### src/rtl/mcc_pkg.sv
// Register map, field positions, timing constants and shared types of the MAC control word.
`default_nettype none

package mcc_pkg;

  // ----------------------------------------------------------------------
  // Register indices (byte address is four times the index)
  // ----------------------------------------------------------------------
  localparam logic [7:0] IDX_CTRL = 8'h02;
  localparam logic [7:0] IDX_IRQ_STAT = 8'h03;
  localparam logic [7:0] IDX_IRQ_MASK = 8'h04;

  // ----------------------------------------------------------------------
  // Control word fields
  // ----------------------------------------------------------------------
  localparam int BIT_TRANSMIT_PATH_ENABLE = 0;
  localparam int BIT_RECEIVE_PATH_ENABLE = 1;
  localparam int BIT_XON = 2;
  localparam int BIT_SPEED = 3;
  localparam int BIT_PROMIS = 4;
  localparam int BIT_PAD = 5;
  localparam int BIT_FCS_PASSTHROUGH = 6;
  localparam int BIT_PAUSE_FRAME_PASSTHROUGH = 7;
  localparam int BIT_PAUSE_IGN = 8;
  localparam int BIT_ADDR_INS = 9;
  localparam int BIT_HD = 10;
  localparam int BIT_EXCESS = 11;
  localparam int BIT_SOFT_RESET_TRIGGER = 13;
  localparam int CTRL_RW_W = 11;
  localparam logic [10:0] CTRL_RESET = 11'h000;

  // ----------------------------------------------------------------------
  // Interrupt status and mask fields
  // ----------------------------------------------------------------------
  localparam int IRQ_W = 2;
  localparam int IRQ_EXCESS = 0;
  localparam int IRQ_SRST_DONE = 1;
  localparam logic [1:0] IRQ_RESET = 2'h0;

  // ----------------------------------------------------------------------
  // Timing: one pause quantum is 512 bit times
  // ----------------------------------------------------------------------
  localparam int CLK_NS = 40;
  localparam int QUANTUM_NS_GIG = 512;
  localparam int QUANTUM_NS_FAST = 5120;
  localparam logic [7:0] QUANTUM_CYC_GIG = 8'((QUANTUM_NS_GIG + CLK_NS - 1) / CLK_NS);
  localparam logic [7:0] QUANTUM_CYC_FAST = 8'((QUANTUM_NS_FAST + CLK_NS - 1) / CLK_NS);

  typedef struct packed {
    logic transmit_path_enable;
    logic receive_path_enable;
    logic zero_quanta_pause_request;
    logic gigabit_mode;
    logic half_duplex_select;
    logic accept_all_frames;
    logic pad_strip;
    logic fcs_passthrough;
    logic pause_frame_passthrough;
    logic pause_ignore;
    logic source_address_overwrite;
  } mcc_cfg_t;

  typedef enum logic [1:0] {
    SR_IDLE = 2'b00,
    SR_DRAIN = 2'b01,
    SR_FLUSH = 2'b10
  } mcc_srst_t;

endpackage : mcc_pkg

`default_nettype wire

### src/rtl/mcc_top.sv
// MAC control word: APB register slave, speed and duplex selection, soft reset and pause timer.
// Overview of operation
// - Control bit 0 enables the transmit datapath; zero keeps it disabled.
// - Control bit 1 enables the receive datapath; zero keeps it disabled.
// - Hardware reset and finished soft reset clear both datapath enables.
// - Operation starts once both enables are set; software sets them last.
// - Bit 2 requests a zero-quanta pause frame regardless of FIFO fill.
// - Bit 3 set forces gigabit and ignores the external gigabit request.
// - Bit 3 clear: gigabit only while the request pin is asserted.
// - Gigabit indicator output follows the actual operating speed.
// - Bit 4 accepts all received frames without address filtering.
// - Bit 5 strips receive padding; transmit frames are unaffected.
// - Bit 6 set forwards the received FCS; clear removes it.
// - Padded frame with pad removal on: FCS bit ignored, FCS removed.
// - Bit 7 set forwards received pause frames; clear discards them.
// - Bit 8 set ignores pause frames; clear halts transmit for quanta.
// - Bit 9 overwrites the transmit source address; clear keeps it.
// - Bit 10 selects half duplex, ignored while the speed bit is set.
// - Bit 11 flags a frame dropped after 16 collisions; resets clear it.
// - Soft reset: finish frame, disable paths, flush FIFO, clear stats.
//
// Decided for this implementation: the APB register port.
`default_nettype none

module mcc_top (
  // Clock and reset.
  input wire logic CLK_I,
  input wire logic ARST_N_I,
  // APB slave.
  input wire logic PSEL_I,
  input wire logic PENABLE_I,
  input wire logic PWRITE_I,
  input wire logic [9:0] PADDR_I,
  input wire logic [31:0] PWDATA_I,
  output var logic [31:0] PRDATA_O,
  output var logic PREADY_O,
  output var logic PSLVERR_O,
  // Pin from outside the clock domain.
  input wire logic SET_1000_I,
  // Datapath status, same clock.
  input wire logic TX_BUSY_I,
  input wire logic RX_BUSY_I,
  input wire logic RX_PADDED_I,
  input wire logic EXCESSIVE_COLLISION_FLAG_I,
  input wire logic PAUSE_RX_I,
  input wire logic [15:0] PAUSE_QUANTA_I,
  // Datapath control.
  output var mcc_pkg::mcc_cfg_t CFG_O,
  output var logic TX_HALT_O,
  output var logic RX_FIFO_FLUSH_O,
  output var logic STAT_CLEAR_O,
  // Interrupt.
  output var logic IRQ_O
);

  // ----------------------------------------------------------------------
  // APB decode
  // ----------------------------------------------------------------------
  logic pready_q;
  logic [31:0] prdata_q;
  logic pslverr_q;
  logic access;
  logic done;
  logic wr;
  logic rd;
  logic [7:0] idx;
  logic hit;
  logic [31:0] rdata;

  logic [10:0] ctrl_q;
  logic excess_q;
  logic srst_q;
  mcc_pkg::mcc_srst_t st_q;
  logic [1:0] stat_q;
  logic [1:0] mask_q;
  logic [1:0] ev;

  assign access = PSEL_I & PENABLE_I;
  assign done = access & pready_q;
  assign wr = done & PWRITE_I;
  assign rd = done & ~PWRITE_I;
  assign idx = PADDR_I[9:2];
  assign hit = (PADDR_I[1:0] == 2'h0) &&
               (idx == mcc_pkg::IDX_CTRL || idx == mcc_pkg::IDX_IRQ_STAT ||
                idx == mcc_pkg::IDX_IRQ_MASK);

  always_comb begin
    rdata = 32'h0000_0000;
    if (PADDR_I[1:0] == 2'h0) begin
      case (idx)
        mcc_pkg::IDX_CTRL: begin
          rdata[10:0] = ctrl_q;
          rdata[mcc_pkg::BIT_EXCESS] = excess_q;
          rdata[mcc_pkg::BIT_SOFT_RESET_TRIGGER] = srst_q;
        end
        mcc_pkg::IDX_IRQ_STAT: begin
          rdata[1:0] = stat_q;
        end
        mcc_pkg::IDX_IRQ_MASK: begin
          rdata[1:0] = mask_q;
        end
        default: begin
          rdata = 32'h0000_0000;
        end
      endcase
    end
  end

  // Every access takes one wait state, so read data is latched a cycle
  // before the master samples it.
  always_ff @(posedge CLK_I or negedge ARST_N_I) begin
    if (!ARST_N_I) begin
      pready_q <= 1'b0;
      prdata_q <= 32'h0000_0000;
      pslverr_q <= 1'b0;
    end else begin
      pready_q <= access & ~pready_q;
      if (access & ~pready_q) begin
        prdata_q <= PWRITE_I ? 32'h0000_0000 : rdata;
        pslverr_q <= ~hit;
      end else begin
        prdata_q <= 32'h0000_0000;
        pslverr_q <= 1'b0;
      end
    end
  end

  // ----------------------------------------------------------------------
  // Control word and soft reset sequencer
  // ----------------------------------------------------------------------
  always_ff @(posedge CLK_I or negedge ARST_N_I) begin
    if (!ARST_N_I) begin
      ctrl_q <= mcc_pkg::CTRL_RESET;
    end else if (st_q == mcc_pkg::SR_FLUSH) begin
      ctrl_q[mcc_pkg::BIT_TRANSMIT_PATH_ENABLE] <= 1'b0;
      ctrl_q[mcc_pkg::BIT_RECEIVE_PATH_ENABLE] <= 1'b0;
    end else if (wr && idx == mcc_pkg::IDX_CTRL && PADDR_I[1:0] == 2'h0) begin
      ctrl_q <= PWDATA_I[10:0];
    end
  end

  always_ff @(posedge CLK_I or negedge ARST_N_I) begin
    if (!ARST_N_I) begin
      srst_q <= 1'b0;
    end else if (st_q == mcc_pkg::SR_FLUSH) begin
      srst_q <= 1'b0;
    end else if (wr && idx == mcc_pkg::IDX_CTRL && PADDR_I[1:0] == 2'h0 &&
                 PWDATA_I[mcc_pkg::BIT_SOFT_RESET_TRIGGER]) begin
      srst_q <= 1'b1;
    end
  end

  // New frames may still start while draining; the datapath is expected
  // to hold off once the trigger bit reads back as one.
  always_ff @(posedge CLK_I or negedge ARST_N_I) begin
    if (!ARST_N_I) begin
      st_q <= mcc_pkg::SR_IDLE;
    end else begin
      case (st_q)
        mcc_pkg::SR_IDLE: begin
          if (srst_q) begin
            st_q <= mcc_pkg::SR_DRAIN;
          end
        end
        mcc_pkg::SR_DRAIN: begin
          if (!TX_BUSY_I && !RX_BUSY_I) begin
            st_q <= mcc_pkg::SR_FLUSH;
          end
        end
        mcc_pkg::SR_FLUSH: begin
          st_q <= mcc_pkg::SR_IDLE;
        end
        default: begin
          st_q <= mcc_pkg::SR_IDLE;
        end
      endcase
    end
  end

  always_ff @(posedge CLK_I or negedge ARST_N_I) begin
    if (!ARST_N_I) begin
      RX_FIFO_FLUSH_O <= 1'b0;
      STAT_CLEAR_O <= 1'b0;
    end else begin
      RX_FIFO_FLUSH_O <= (st_q == mcc_pkg::SR_FLUSH);
      STAT_CLEAR_O <= (st_q == mcc_pkg::SR_FLUSH);
    end
  end

  // A collision event in the flush cycle still sets the flag.
  always_ff @(posedge CLK_I or negedge ARST_N_I) begin
    if (!ARST_N_I) begin
      excess_q <= 1'b0;
    end else if (EXCESSIVE_COLLISION_FLAG_I) begin
      excess_q <= 1'b1;
    end else if (st_q == mcc_pkg::SR_FLUSH) begin
      excess_q <= 1'b0;
    end
  end

  // ----------------------------------------------------------------------
  // Gigabit request pin synchroniser
  // ----------------------------------------------------------------------
  logic [2:0] sync_q;
  logic gig_req_q;

  always_ff @(posedge CLK_I or negedge ARST_N_I) begin
    if (!ARST_N_I) begin
      sync_q <= 3'h0;
      gig_req_q <= 1'b0;
    end else begin
      sync_q <= {sync_q[1:0], SET_1000_I};
      if (sync_q[1] == sync_q[2]) begin
        gig_req_q <= sync_q[2];
      end
    end
  end

  // ----------------------------------------------------------------------
  // Configuration outputs
  // ----------------------------------------------------------------------
  logic speed_bit;
  logic gig;

  assign speed_bit = ctrl_q[mcc_pkg::BIT_SPEED];
  assign gig = speed_bit | gig_req_q;

  always_ff @(posedge CLK_I or negedge ARST_N_I) begin
    if (!ARST_N_I) begin
      CFG_O <= '0;
    end else begin
      CFG_O.transmit_path_enable <= ctrl_q[mcc_pkg::BIT_TRANSMIT_PATH_ENABLE];
      CFG_O.receive_path_enable <= ctrl_q[mcc_pkg::BIT_RECEIVE_PATH_ENABLE];
      CFG_O.zero_quanta_pause_request <= ctrl_q[mcc_pkg::BIT_XON];
      CFG_O.gigabit_mode <= gig;
      CFG_O.half_duplex_select <= ctrl_q[mcc_pkg::BIT_HD] & ~speed_bit;
      CFG_O.accept_all_frames <= ctrl_q[mcc_pkg::BIT_PROMIS];
      CFG_O.pad_strip <= ctrl_q[mcc_pkg::BIT_PAD];
      CFG_O.fcs_passthrough <= ctrl_q[mcc_pkg::BIT_FCS_PASSTHROUGH] &
          ~(ctrl_q[mcc_pkg::BIT_PAD] & RX_PADDED_I);
      CFG_O.pause_frame_passthrough <= ctrl_q[mcc_pkg::BIT_PAUSE_FRAME_PASSTHROUGH];
      CFG_O.pause_ignore <= ctrl_q[mcc_pkg::BIT_PAUSE_IGN];
      CFG_O.source_address_overwrite <= ctrl_q[mcc_pkg::BIT_ADDR_INS];
    end
  end

  // ----------------------------------------------------------------------
  // Pause timer
  // ----------------------------------------------------------------------
  logic [15:0] qcnt_q;
  logic [7:0] sub_q;
  logic [7:0] per;

  // The quantum length follows the speed in force when it starts.
  assign per = gig ? mcc_pkg::QUANTUM_CYC_GIG : mcc_pkg::QUANTUM_CYC_FAST;

  always_ff @(posedge CLK_I or negedge ARST_N_I) begin
    if (!ARST_N_I) begin
      qcnt_q <= 16'h0000;
      sub_q <= 8'h00;
    end else if (PAUSE_RX_I && !ctrl_q[mcc_pkg::BIT_PAUSE_IGN]) begin
      qcnt_q <= PAUSE_QUANTA_I;
      sub_q <= per - 8'h01;
    end else if (qcnt_q != 16'h0000) begin
      if (sub_q == 8'h00) begin
        qcnt_q <= qcnt_q - 16'h0001;
        sub_q <= per - 8'h01;
      end else begin
        sub_q <= sub_q - 8'h01;
      end
    end
  end

  always_ff @(posedge CLK_I or negedge ARST_N_I) begin
    if (!ARST_N_I) begin
      TX_HALT_O <= 1'b0;
    end else begin
      TX_HALT_O <= (qcnt_q != 16'h0000);
    end
  end

  // ----------------------------------------------------------------------
  // Interrupt status, mask and output
  // ----------------------------------------------------------------------
  assign ev[mcc_pkg::IRQ_EXCESS] = EXCESSIVE_COLLISION_FLAG_I;
  assign ev[mcc_pkg::IRQ_SRST_DONE] = (st_q == mcc_pkg::SR_FLUSH);

  // Only the bits returned by the read are cleared, so an event landing
  // between data latch and completion survives.
  always_ff @(posedge CLK_I or negedge ARST_N_I) begin
    if (!ARST_N_I) begin
      stat_q <= mcc_pkg::IRQ_RESET;
    end else if (rd && hit && idx == mcc_pkg::IDX_IRQ_STAT) begin
      stat_q <= (stat_q & ~prdata_q[1:0]) | ev;
    end else begin
      stat_q <= stat_q | ev;
    end
  end

  always_ff @(posedge CLK_I or negedge ARST_N_I) begin
    if (!ARST_N_I) begin
      mask_q <= mcc_pkg::IRQ_RESET;
    end else if (wr && hit && idx == mcc_pkg::IDX_IRQ_MASK) begin
      mask_q <= PWDATA_I[1:0];
    end
  end

  always_ff @(posedge CLK_I or negedge ARST_N_I) begin
    if (!ARST_N_I) begin
      IRQ_O <= 1'b0;
    end else begin
      IRQ_O <= |(stat_q & mask_q);
    end
  end

  assign PRDATA_O = prdata_q;
  assign PREADY_O = pready_q;
  assign PSLVERR_O = pslverr_q;

endmodule : mcc_top

`default_nettype wire

### config.mk
export PLATFORM = sky130hd
export DESIGN_NAME = mcc_top
export DESIGN_NICKNAME = d
export VERILOG_FILES = /design/src/rtl/mcc_pkg.sv /design/src/rtl/mcc_top.sv
export SDC_FILE = /design/constraint.sdc
export NUM_CORES = 1
export LEC_CHECK = 0
export ABC_AREA = 0
export BUFFER_PORTS_ARGS = -buffer_cell sky130_fd_sc_hd__clkbuf_2
export CORE_ASPECT_RATIO = 1.2
export CORE_MARGIN = 4
export CORE_UTILIZATION = 30
export CTS_CLUSTER_DIAMETER = 150
export DETAILED_ROUTE_END_ITERATION = 8
export PLACE_DENSITY = 0.65
export SYNTH_ARGS = -nofsm -noshare
export SYNTH_HDL_FRONTEND = slang
export SYNTH_SLANG_ARGS = --single-unit
export TNS_END_PERCENT = 30
### constraint.sdc
create_clock -name CLK_I -period 1.99 [get_ports CLK_I]
set_input_delay 0.2985 -clock CLK_I [delete_from_list [all_inputs] [get_ports CLK_I]]
set_output_delay 0.2985 -clock CLK_I [all_outputs]
set_load 0.05 [all_outputs]
==> metrics.yaml, run 1 <==
power:
  power.density_nw_per_um2: 809
  internal_power_uw: 2850
  switching_share: 0.282
  p_comb_frac: 0.181
  p_clk_frac: 0.390
  power_frac_seq: 0.429
  power.leakage_uw: 0.00230
  ir_worst_vdd_v: 0.000493
  p_sw_uw: 1120
clock_tree:
  clock_path_buffers: 2
  cts_root_buffer: "clkbuf_16"
  clock_latency_ns: 0.33
  htreeDepth: 3
  numCtsBuffers: 9
  cts_tree: "yes"
  path_clk_slew_ns: 0.06
  cts_sinks: 76
floorplan:
  initial_core_util: 0.307
  die_w_um: 108
  die_height_um: 127
  design.core.area_um2: 11600
  dieArea_um2: 13700
  row_count: 43
  pin_count: 118
global_routing:
  grt-busiest-layer: "met2"
  grt_util_met3: 0.0359
  grtUsageMet2: 0.232
  use_met1: 0.169
  grt_overflow: 0
  grt_antenna_before_repair: 0
  grt_pass1_vias: 3040
  grt_pass1_wl_mm: 15.0
  grt_max_degree: 58
  grt_usage: 0.138
final_layout:
  antenna_cells: 0
  final_cells: 621
  drive_above_1_share: 0.414
  area_growth_pct: 37.4
  fillCellCount: 1152
  finalNetCount: 532
min_path:
  holdCritPathClass: "primary input to register"
yosys:
  synth_top_cell_area_share: 0.533
  synth_sequential_area_ratio: 0.533
  muxShareOfSynthArea: 0.0519
  synthFlopType: "dfrtp_1"
  synth-seq-cells: 76
  synth.area.top_cells: "dfrtp_1 53%, buf_4 4.2%, mux2_2 3.8%"
  synth_top_family_by_area: "simple AND/OR/NAND/NOR gates"
  synth_warnings: 0
  synth_most_common_cell: "dfrtp_1"
  synth_compound_area_frac: 0.141
  ys_top_cells_by_count: "76 x dfrtp_1, 26 x nor2_1, 20 x buf_4"
  synth_edf_count: 0
  synth_adder_area_share: 0.0168
  synth_cell_types: 58
  async_reset_ff_frac: 1.00
  syn_avg_cell_area_um2: 10.7
  synth_area_um2: 3570
  postSynthCellCount: 335
  synth-simple-area-share: 0.183
  yosysTopAreaCell: "dfrtp_1"
  yosys.area_share.xor_xnor: 0
placed_design:
  place_ws_ns: -0.285
  dp.cells: 595
  dp_hpwl_mm: 6.64
  port_buffers: 78
  gp_congestion: 0.905
sta:
  hold_violations: 0
  min_period_ns: 2.16
  fin_worst_skew_ns: 0.00614
  hold_slack_ns: 0.0704
  setup_ws_ns: -0.165
  finalSetupViolCount: 13
  rsz0062_at_grt: "true"
  period_share: 1.08
  timing.fmax_mhz: 464
  final_max_slew_viol_count: 0
drt:
  vias: 3024
  initialDrtViolationCount: 88
  wl_per_cell_um: 14.9
  drc: 0
  drt_wl_total_mm: 9.28
  via_per_inst: 4.87
  ant_nets: 0
  drt-pass1-iter-count: 4
critical_path:
  worst_setup_path_start_kind: "register"
  crit_family: "simple AND/OR/NAND/NOR gates"
  cp.arrival_ns: 2.42
  end_kind: "register"
  crit_chain: "buf_4, or4_4, or4_4, or4_1, nand3_1"
  cp_max_fo: 5
  critPathSlowestCell: "or4_4"
  slowest_delay_ns: 0.57
  critPathKind: "register to register"
  path_buf_inv: 1
  cpMostUsedCell: "or4_4"
  crit_required_ns: 2.26
run_status:
  status: "finished with violations"
  violations: "setup timing"
job:
  maxCapViolCount: 0
final timing paths:
check                        endpoint        from  slack, ns  cells after the start
setup / recovery            qcnt_q[9]   qcnt_q[1]      -0.17                      5
setup reg to reg            qcnt_q[9]   qcnt_q[1]      -0.17                      5
min in group asynchronous  qcnt_q[10]    ARST_N_I       0.40                      2
max in group asynchronous   ctrl_q[2]    ARST_N_I       1.00                      3
hold / removal              sync_q[0]  SET_1000_I       0.07                      1
hold reg to reg             sync_q[1]   sync_q[0]       0.36                      0
repair_timing:
item	in CTS	in global routing
hold buffers	1	0
setup buffers	4	4
endpoints found under the setup margin	17	21
pin swaps	7	7
cloned	1	0
endpoints found under the hold margin	19	0
gates resized for setup	22	22
worst reg2reg max path, cell delays in order (launching register included):
cell and delay, ns:
dfrtp_1 0.38, buf_4 0.14, or4_4 0.50, or4_4 0.58, or4_1 0.41, nand3_1 0.08
placed cells by master (no fill, tap or decap), types with 3 or more instances in the layout:
cell type and n:
o31ai_1 5, nand4_1 5, nor2b_1 3, or3_1 8, or4_4 5, mux2_2 12
inv_1 9, a31oi_1 6, o22ai_1 4, nand3_1 5, and2_1 12, nor3b_1 3
nand2b_1 3, buf_4 49, nand2_1 11, a211oi_1 4, clkbuf_16 9, a21oi_1 7
inv_2 3, nor4_1 9, nor3_1 4, o21ai_0 6, a2bb2oi_1 3, conb_1 19
or4_1 4, mux2i_1 5, dfrtp_1 76, nor2_1 25, o211ai_1 5, o21ai_1 5
clkbuf_2 77
final cells by class:
class	instances	area, µm²	area share
Clock buffer	10	239	0.0487
Clock inverter	6	47.5	0.00970
Inverter	12	45.0	0.00919
Multi-Input combinational cell	228	1650	0.336
Sequential cell	76	1900	0.388
Tap cell	157	196	0.0401
Timing Repair Buffer	132	826	0.168
cell families (layout without fill, tap and decap cells):
| group | count (synthesis) | after routing |
|---|---|---|
| AND/OR/NAND/NOR | 115 | 115 |
| AO/OA/AOI/OAI | 72 | 72 |
| multiplexers | 17 | 17 |
| other | 1 | 19 |
| flip-flops | 76 | 76 |
| buffers and inverters | 49 | 160 |
| adder cells (fa/ha/maj) | 5 | 5 |
power groups by stage:
stage	logic, µW	clock network (µW)	registers (µW)
5_1_grt	788	1670	1710
2_1_floorplan	342	0	1750
6_report	716	1550	1700
4_1_cts	680	1600	1700
3_3_place_gp	627	0	1720
3_5_place_dp	644	0	1720
flip-flops by register name (all words and copies together) (netlist names):
| signal | flops |
|---|---|
| PRDATA_O | 13 |
| gig_req_q | 1 |
| CFG_O | 11 |
| ctrl_q | 11 |
| sync_q | 3 |
| srst_q | 1 |
| st_q | 2 |
| TX_HALT_O | 1 |
| IRQ_O | 1 |
| PSLVERR_O | 1 |
| stat_q | 2 |
| PREADY_O | 1 |
| excess_q | 1 |
| STAT_CLEAR_O | 1 |
| mask_q | 2 |
| sub_q | 8 |
| qcnt_q | 16 |
per-stage QoR:
stage / util / cell area, µm² / setup TNS [ns] / power [µW]
finish: 0.422 / 4900 / -1.18 / 3960
global route: 0.422 / 4900 / -2.14 / 4170
CTS: 0.410 / 4760 / -0.427 / 3980
detailed placement: 0.376 / 4360 / -1.88 / 2370
global placement: 0.376 / 4360 / -1.20 / 2350
floorplan: - / 3660 / -1.20 / 2100
layer usage:
| metal | part of all wire | routed length (µm) |
|---|---|---|
| met5 | 0 | 0 |
| met4 | 0.018 | 167 |
| met3 | 0.055 | 515 |
| met2 | 0.51 | 4710 |
| met1 | 0.42 | 3890 |
Power figures use the tool's default switching activity.
==> run 2: changes to the inputs <==
Settings changed: CORE_MARGIN 4 to 2, CORE_UTILIZATION 30 to 46, PLACE_DENSITY 0.65 to 0.88.
==> run 2 against run 1 <==
  * The run still ends with setup timing left
  * Maximum frequency rose by 1.5%
  * Hold slack got worse by 0.0045 ns
  * Clock skew grew 0.0018 ns
  * Largest cell class unchanged
==> metrics.yaml, run 2 (synthesized netlist as in run 1, its figures left out) <==
critical_path:
  worst_setup_path_start_kind: "register"
  cpMostUsedCell: "or4_4"
  critPathSlowestCell: "or4_4"
  crit_family: "simple AND/OR/NAND/NOR gates"
  critPathKind: "register to register"
  path_buf_inv: 0  # -1
  cp_max_fo: 6  # +1
  end_kind: "register"
  r2r_start: "qcnt_q[2]"
  cp.arrival_ns: 2.39  # -0.03 ns
  crit_required_ns: 2.26  # about the same
  crit_chain: "or4_4, or4_4, or3_1, a31oi_1"
  crit_start: "qcnt_q[2]"
  slowest_delay_ns: 0.58  # about the same
clock_tree:
  numCtsBuffers: 9  # unchanged
  cts_tree: "yes"
  cts_sinks: 76  # unchanged
  path_clk_slew_ns: 0.09  # +0.03 ns
  cts_root_buffer: "clkbuf_8"
  htreeDepth: 3  # unchanged
  clock_path_buffers: 2  # unchanged
  clock_latency_ns: 0.35  # +0.02 ns
floorplan:
  pin_count: 118  # unchanged
  design.core.area_um2: 7620  # -34%
  initial_core_util: 0.468  # +0.161
  row_count: 35  # -19%
  dieArea_um2: 8480  # -38%
  die_w_um: 84.4  # -22%
  die_height_um: 101  # -21%
global_routing:
  grt_antenna_before_repair: 0  # unchanged
  grt_overflow: 0  # unchanged
  grt_usage: 0.208  # +0.0706
  grt_pass1_vias: 3010  # -0.99%
  grt_pass1_wl_mm: 14.2  # -5.5%
  grt_max_degree: 46  # -21%
run_status:
  violations: "setup timing"
  status: "finished with violations"
sta:
  fin_worst_skew_ns: 0.00798  # +0.00185 ns
  relSlewSlack: 0.609
  tightest_slew_ns: 0.587
  rsz0062_at_grt: "true"
  final_max_slew_viol_count: 0  # unchanged
  setup_ws_ns: -0.134  # +0.0317 ns
  finalSetupViolCount: 10  # -3
  period_share: 1.07  # -0.0159
  timing.fmax_mhz: 471  # +1.5%
  min_period_ns: 2.12  # -0.0317 ns
  hold_violations: 0  # unchanged
final_layout:
  area_growth_pct: 31.9
  largest_register_ffs: 16  # unchanged
  final_cell_mix: "77 x clkbuf_2, 74 x dfrtp_1, 42 x buf_4"
  final_cells: 550  # -11%
  multiInputGateArea_um2: 1670  # +1.1%
  fillCellCount: 633  # -45%
  final_common_cell: "clkbuf_2"
  drive_above_1_share: 0.415  # +0.00105
  final_area_um2: 4710  # -4.0%
  regArea_um2: 1900  # +0.13%
  antenna_cells: 0  # unchanged
  largest_register: "qcnt_q"
  finalNetCount: 526  # -1.1%
placed_design:
  dp.cells: 527  # -11%
  dp_hpwl_mm: 6.14  # -7.6%
  detailed_place.area_um2: 4260  # -2.4%
  port_buffers: 78  # unchanged
  place_ws_ns: -0.215  # +0.0690 ns
  gp_congestion: 0.907  # +0.23%
drt:
  wl_per_cell_um: 16.2  # +8.3%
  via_per_inst: 5.62  # +15%
  ant_nets: 0  # unchanged
  wl_met3_um: 560  # +8.7%
  vias: 3089  # +2.1%
  route.met2.wl_mm: 4.76  # +1.0%
  drt_wl_total_mm: 8.90  # -4.1%
  wl_met1_mm: 3.45  # -11%
  topRoutingLayerUsed: "met4"
  drc: 0  # unchanged
  initialDrtViolationCount: 317  # +260%
  drt-pass1-iter-count: 5  # +1
power:
  ir_worst_vdd_v: 0.000537  # +8.9%
  power.leakage_uw: 0.00222  # -3.5%
  power.density_nw_per_um2: 759  # -6.1%
job:
  maxCapViolCount: 0  # unchanged
min_path:
  holdCritPathClass: "primary input to register"
  worstHoldStart: "SET_1000_I"
run 2: cell types whose count changed in the layout (fill, tap and decap cells not counted), moves of 3 or more:
cell / before / now
clkbuf_16: 9 / 0
clkbuf_8: 1 / 9
buf_4: 49 / 42
buf_6: 2 / 5
nor4_2: 0 / 3
run 2: final timing paths:
path	end	slack, ns	cells past startpoint
min in group asynchronous	qcnt_q[15]	0.50	2
max	qcnt_q[7]	-0.13	4
min reg2reg	sync_q[1]	0.36	0
min	sync_q[0]	0.07	1
max reg2reg	qcnt_q[7]	-0.13	4
max in group asynchronous	sync_q[1]	0.92	3
run 2: power breakdown:
| group | internal [µW] | switching [µW] |
|---|---|---|
| sequential | 1630 | 81.0 |
| combinational | 324 | 398 |
| clock | 483 | 652 |
| total | 2440 | 1130 |
run 2: layout make-up:
type / instances / share of cell area
Clock buffer: 9 / 0.0263
Tap cell: 92 / 0.0245
Sequential cell: 76 / 0.405
Inverter: 12 / 0.00957
Timing Repair Buffer: 126 / 0.167
Multi-Input combinational cell: 228 / 0.354
Clock inverter: 7 / 0.0138
run 2: repair_timing:
action | CTS | global route
setup buffers | 3 | 2
gates resized for setup | 14 | 35
hold buffers | 1 | 0
endpoints found under the hold margin | 44 | 0
cloned | 0 | 1
setup endpoints to repair | 15 | 20
pin swaps | 5 | 8
run 2: layer usage:
layer,up-vias,GRT usage
met4,0,0.0720
met5,-,0
met1,1496,0.256
li1,1431,-
met2,148,0.370
met3,14,0.0393
run 2: metrics by stage:
step                power (µW)  utilization  setup TNS, ns  hold WS [ns]
floorplan                 2100            -          -1.20       0.00291
global placement          2320        0.559         -0.994         0.334
detailed placement        2350        0.559          -1.71         0.339
CTS                       3500        0.594         -0.439        0.0497
global route              3750        0.618          -1.34        0.0526
finish                    3570        0.618         -0.522        0.0659
==> run 3: changes to the inputs <==
Settings changed: CORE_MARGIN 2 to not set, CORE_UTILIZATION 46 to 47, CTS_BUF_LIST set to sky130_fd_sc_hd__clkbuf_4 sky130_fd_sc_hd__clkbuf_8, PLACE_DENSITY 0.88 to 0.89, TNS_END_PERCENT 30 to 10.
==> run 3 against run 2 <==
  * The run still ends with setup timing left
  * Count of clock-buffer cells in the layout rose by 1
  * Setup slack improved by 0.039 ns
  * Die area fell by 6.3%
  * Cell count fell by 0.18%
  * Register-to-register slack improved by 0.04 ns
  * Critical path depth did not move
  * Non-clock buffer count rose by 1
  * Sequential power barely moved
  * First-iteration DRC count fell by 47%
  * Largest cell class unchanged
==> metrics.yaml, run 3 (synthesized netlist as in run 1, its figures left out) <==
run_status:
  status: "finished with violations"
  violations: "setup timing"
critical_path:
  crit_chain: "or4_4, or4_4, or4_1, nand3_1"
  critPathSlowestCell: "or4_4"
  end_kind: "register"
  cp.arrival_ns: 2.38  # about the same
  crit_required_ns: 2.29  # +0.03 ns
  slowest_delay_ns: 0.58  # about the same
  crit_family: "simple AND/OR/NAND/NOR gates"
  path_buf_inv: 0  # unchanged
  critPathKind: "register to register"
  worst_setup_path_start_kind: "register"
  cp_max_fo: 6  # unchanged
  cpMostUsedCell: "or4_4"
power:
  total_power_uw: 3480  # -2.5%
  ir_worst_vdd_v: 0.000573  # +6.7%
  power.density_nw_per_um2: 754  # -0.62%
  power.leakage_uw: 0.00222  # +0.23%
  p_sw_uw: 1070  # -5.4%
  p_clk_frac: 0.322  # +0.004
  internal_power_uw: 2410  # -1.1%
  p_comb_frac: 0.190  # -0.012
  switching_share: 0.307  # -0.00946
  power_frac_seq: 0.488  # +0.008
clock_tree:
  htreeDepth: 3  # unchanged
  cts_sinks: 76  # unchanged
  path_clk_slew_ns: 0.09  # about the same
  cts_tree: "yes"
  clock_path_buffers: 2  # unchanged
  clock_latency_ns: 0.36  # about the same
  numCtsBuffers: 9  # unchanged
  cts_root_buffer: "clkbuf_8"
final_layout:
  largest_register_ffs: 16  # unchanged
  fillCellCount: 567  # -10%
  antenna_cells: 0  # unchanged
  drive_above_1_share: 0.394  # -0.0205
  final_common_cell: "clkbuf_2"
  regArea_um2: 1900  # -0.13%
  finalNetCount: 527  # +0.19%
  fin_util: 0.631  # +0.0134
  final_cell_mix: "77 x clkbuf_2, 76 x dfrtp_1, 45 x buf_4"
  area_growth_pct: 29.4
  multiInputGateArea_um2: 1590  # -4.8%
  largest_register: "qcnt_q"
floorplan:
  pin_count: 118  # unchanged
  die_height_um: 97.5  # -3.0%
  dieArea_um2: 7950  # -6.3%
  die_w_um: 81.6  # -3.4%
  row_count: 34  # -2.9%
  initial_core_util: 0.488  # +0.0194
  design.core.area_um2: 7320  # -4.0%
global_routing:
  grt_pass1_wl_mm: 13.7  # -3.3%
  grt_antenna_before_repair: 0  # unchanged
  grt_pass1_vias: 3010  # unchanged
  grt_max_degree: 44  # -4.3%
  grt_usage: 0.226  # +0.0175
  grt_overflow: 0  # unchanged
sta:
  min_period_ns: 2.08  # -0.0392 ns
  tightest_slew_ns: 0.573  # -0.0144 ns
  setup_ws_ns: -0.0943  # +0.0392 ns
  rsz0062_at_grt: "true"
  timing.fmax_mhz: 480  # +1.9%
  finalSetupViolCount: 9  # -1
  period_share: 1.05  # -0.0197
  final_max_slew_viol_count: 0  # unchanged
  relSlewSlack: 0.618  # +0.00957
  hold_violations: 0  # unchanged
  fin_worst_skew_ns: 0.00989  # +0.00191 ns
job:
  maxCapViolCount: 0  # unchanged
drt:
  drt-pass1-iter-count: 4  # -1
  drc: 0  # unchanged
  initialDrtViolationCount: 169  # -47%
  wl_per_cell_um: 15.6  # -3.4%
  vias: 3059  # -0.97%
  ant_nets: 0  # unchanged
  drt_wl_total_mm: 8.58  # -3.6%
  via_per_inst: 5.57  # -0.79%
min_path:
  holdCritPathClass: "primary input to register"
placed_design:
  gp_congestion: 0.908  # +0.12%
  port_buffers: 78  # unchanged
  dp_hpwl_mm: 6.04  # -1.5%
## run 3: cell type report
type	instances	share of cell area
sequential	76	0.412
clock buffer	10	0.0298
tap	90	0.0244
multi-input combinational	228	0.344
inverter	12	0.00975
timing repair buffer	127	0.170
clock inverter	6	0.0103
## run 3: routing by layer
metal,global-route usage,share of wire,wire [µm],up-vias
met5,0,0,0,-
met4,0.121,0.030,256,0
met3,0.0554,0.060,517,27
met2,0.364,0.51,4350,129
met1,0.272,0.40,3460,1469
li1,-,-,-,1434
## run 3: path summary, 6_finish.rpt
path / startpoint / slack (ns) / endpoint / depth (start not counted)
max in group asynchronous: ARST_N_I / 0.93 / ctrl_q[0] / 3
min in group asynchronous: ARST_N_I / 0.48 / qcnt_q[10] / 2
hold / removal: SET_1000_I / 0.05 / sync_q[0] / 1
setup / recovery: qcnt_q[2] / -0.09 / qcnt_q[9] / 4
setup reg to reg: qcnt_q[2] / -0.09 / qcnt_q[9] / 4
hold reg to reg: sync_q[0] / 0.38 / sync_q[1] / 0
## run 3: power groups by stage
stage / clock (µW) / combinational (µW) / sequential (µW)
floorplan: 0 / 342 / 1750
global placement: 0 / 601 / 1720
detailed placement: 0 / 626 / 1720
CTS: 1130 / 644 / 1700
global route: 1200 / 725 / 1710
finish: 1120 / 662 / 1700
## run 3: repair_timing
item | CTS | global route
resized for setup | 18 | 14
pin swaps | 5 | 4
setup buffers | 1 | 0
hold buffers | 1 | 0
endpoints found under the setup margin | 22 | 22
endpoints found under the hold margin | 42 | 0
## run 3: metrics by stage
| stage | area [µm²] | hold WS [ns] | cells | setup slack, ns | TNS, ns |
|---|---|---|---|---|---|
| floorplan | 3650 | 0.00291 | 353 | -0.182 | -1.85 |
| global placement | 4300 | 0.319 | 531 | -0.213 | -1.67 |
| detailed placement | 4300 | 0.336 | 531 | -0.275 | -3.01 |
| CTS | 4560 | 0.0429 | 549 | -0.0808 | -0.413 |
| global route | 4620 | 0.0421 | 549 | -0.142 | -1.30 |
| finish | 4620 | 0.0549 | 549 | -0.0943 | -0.496 |
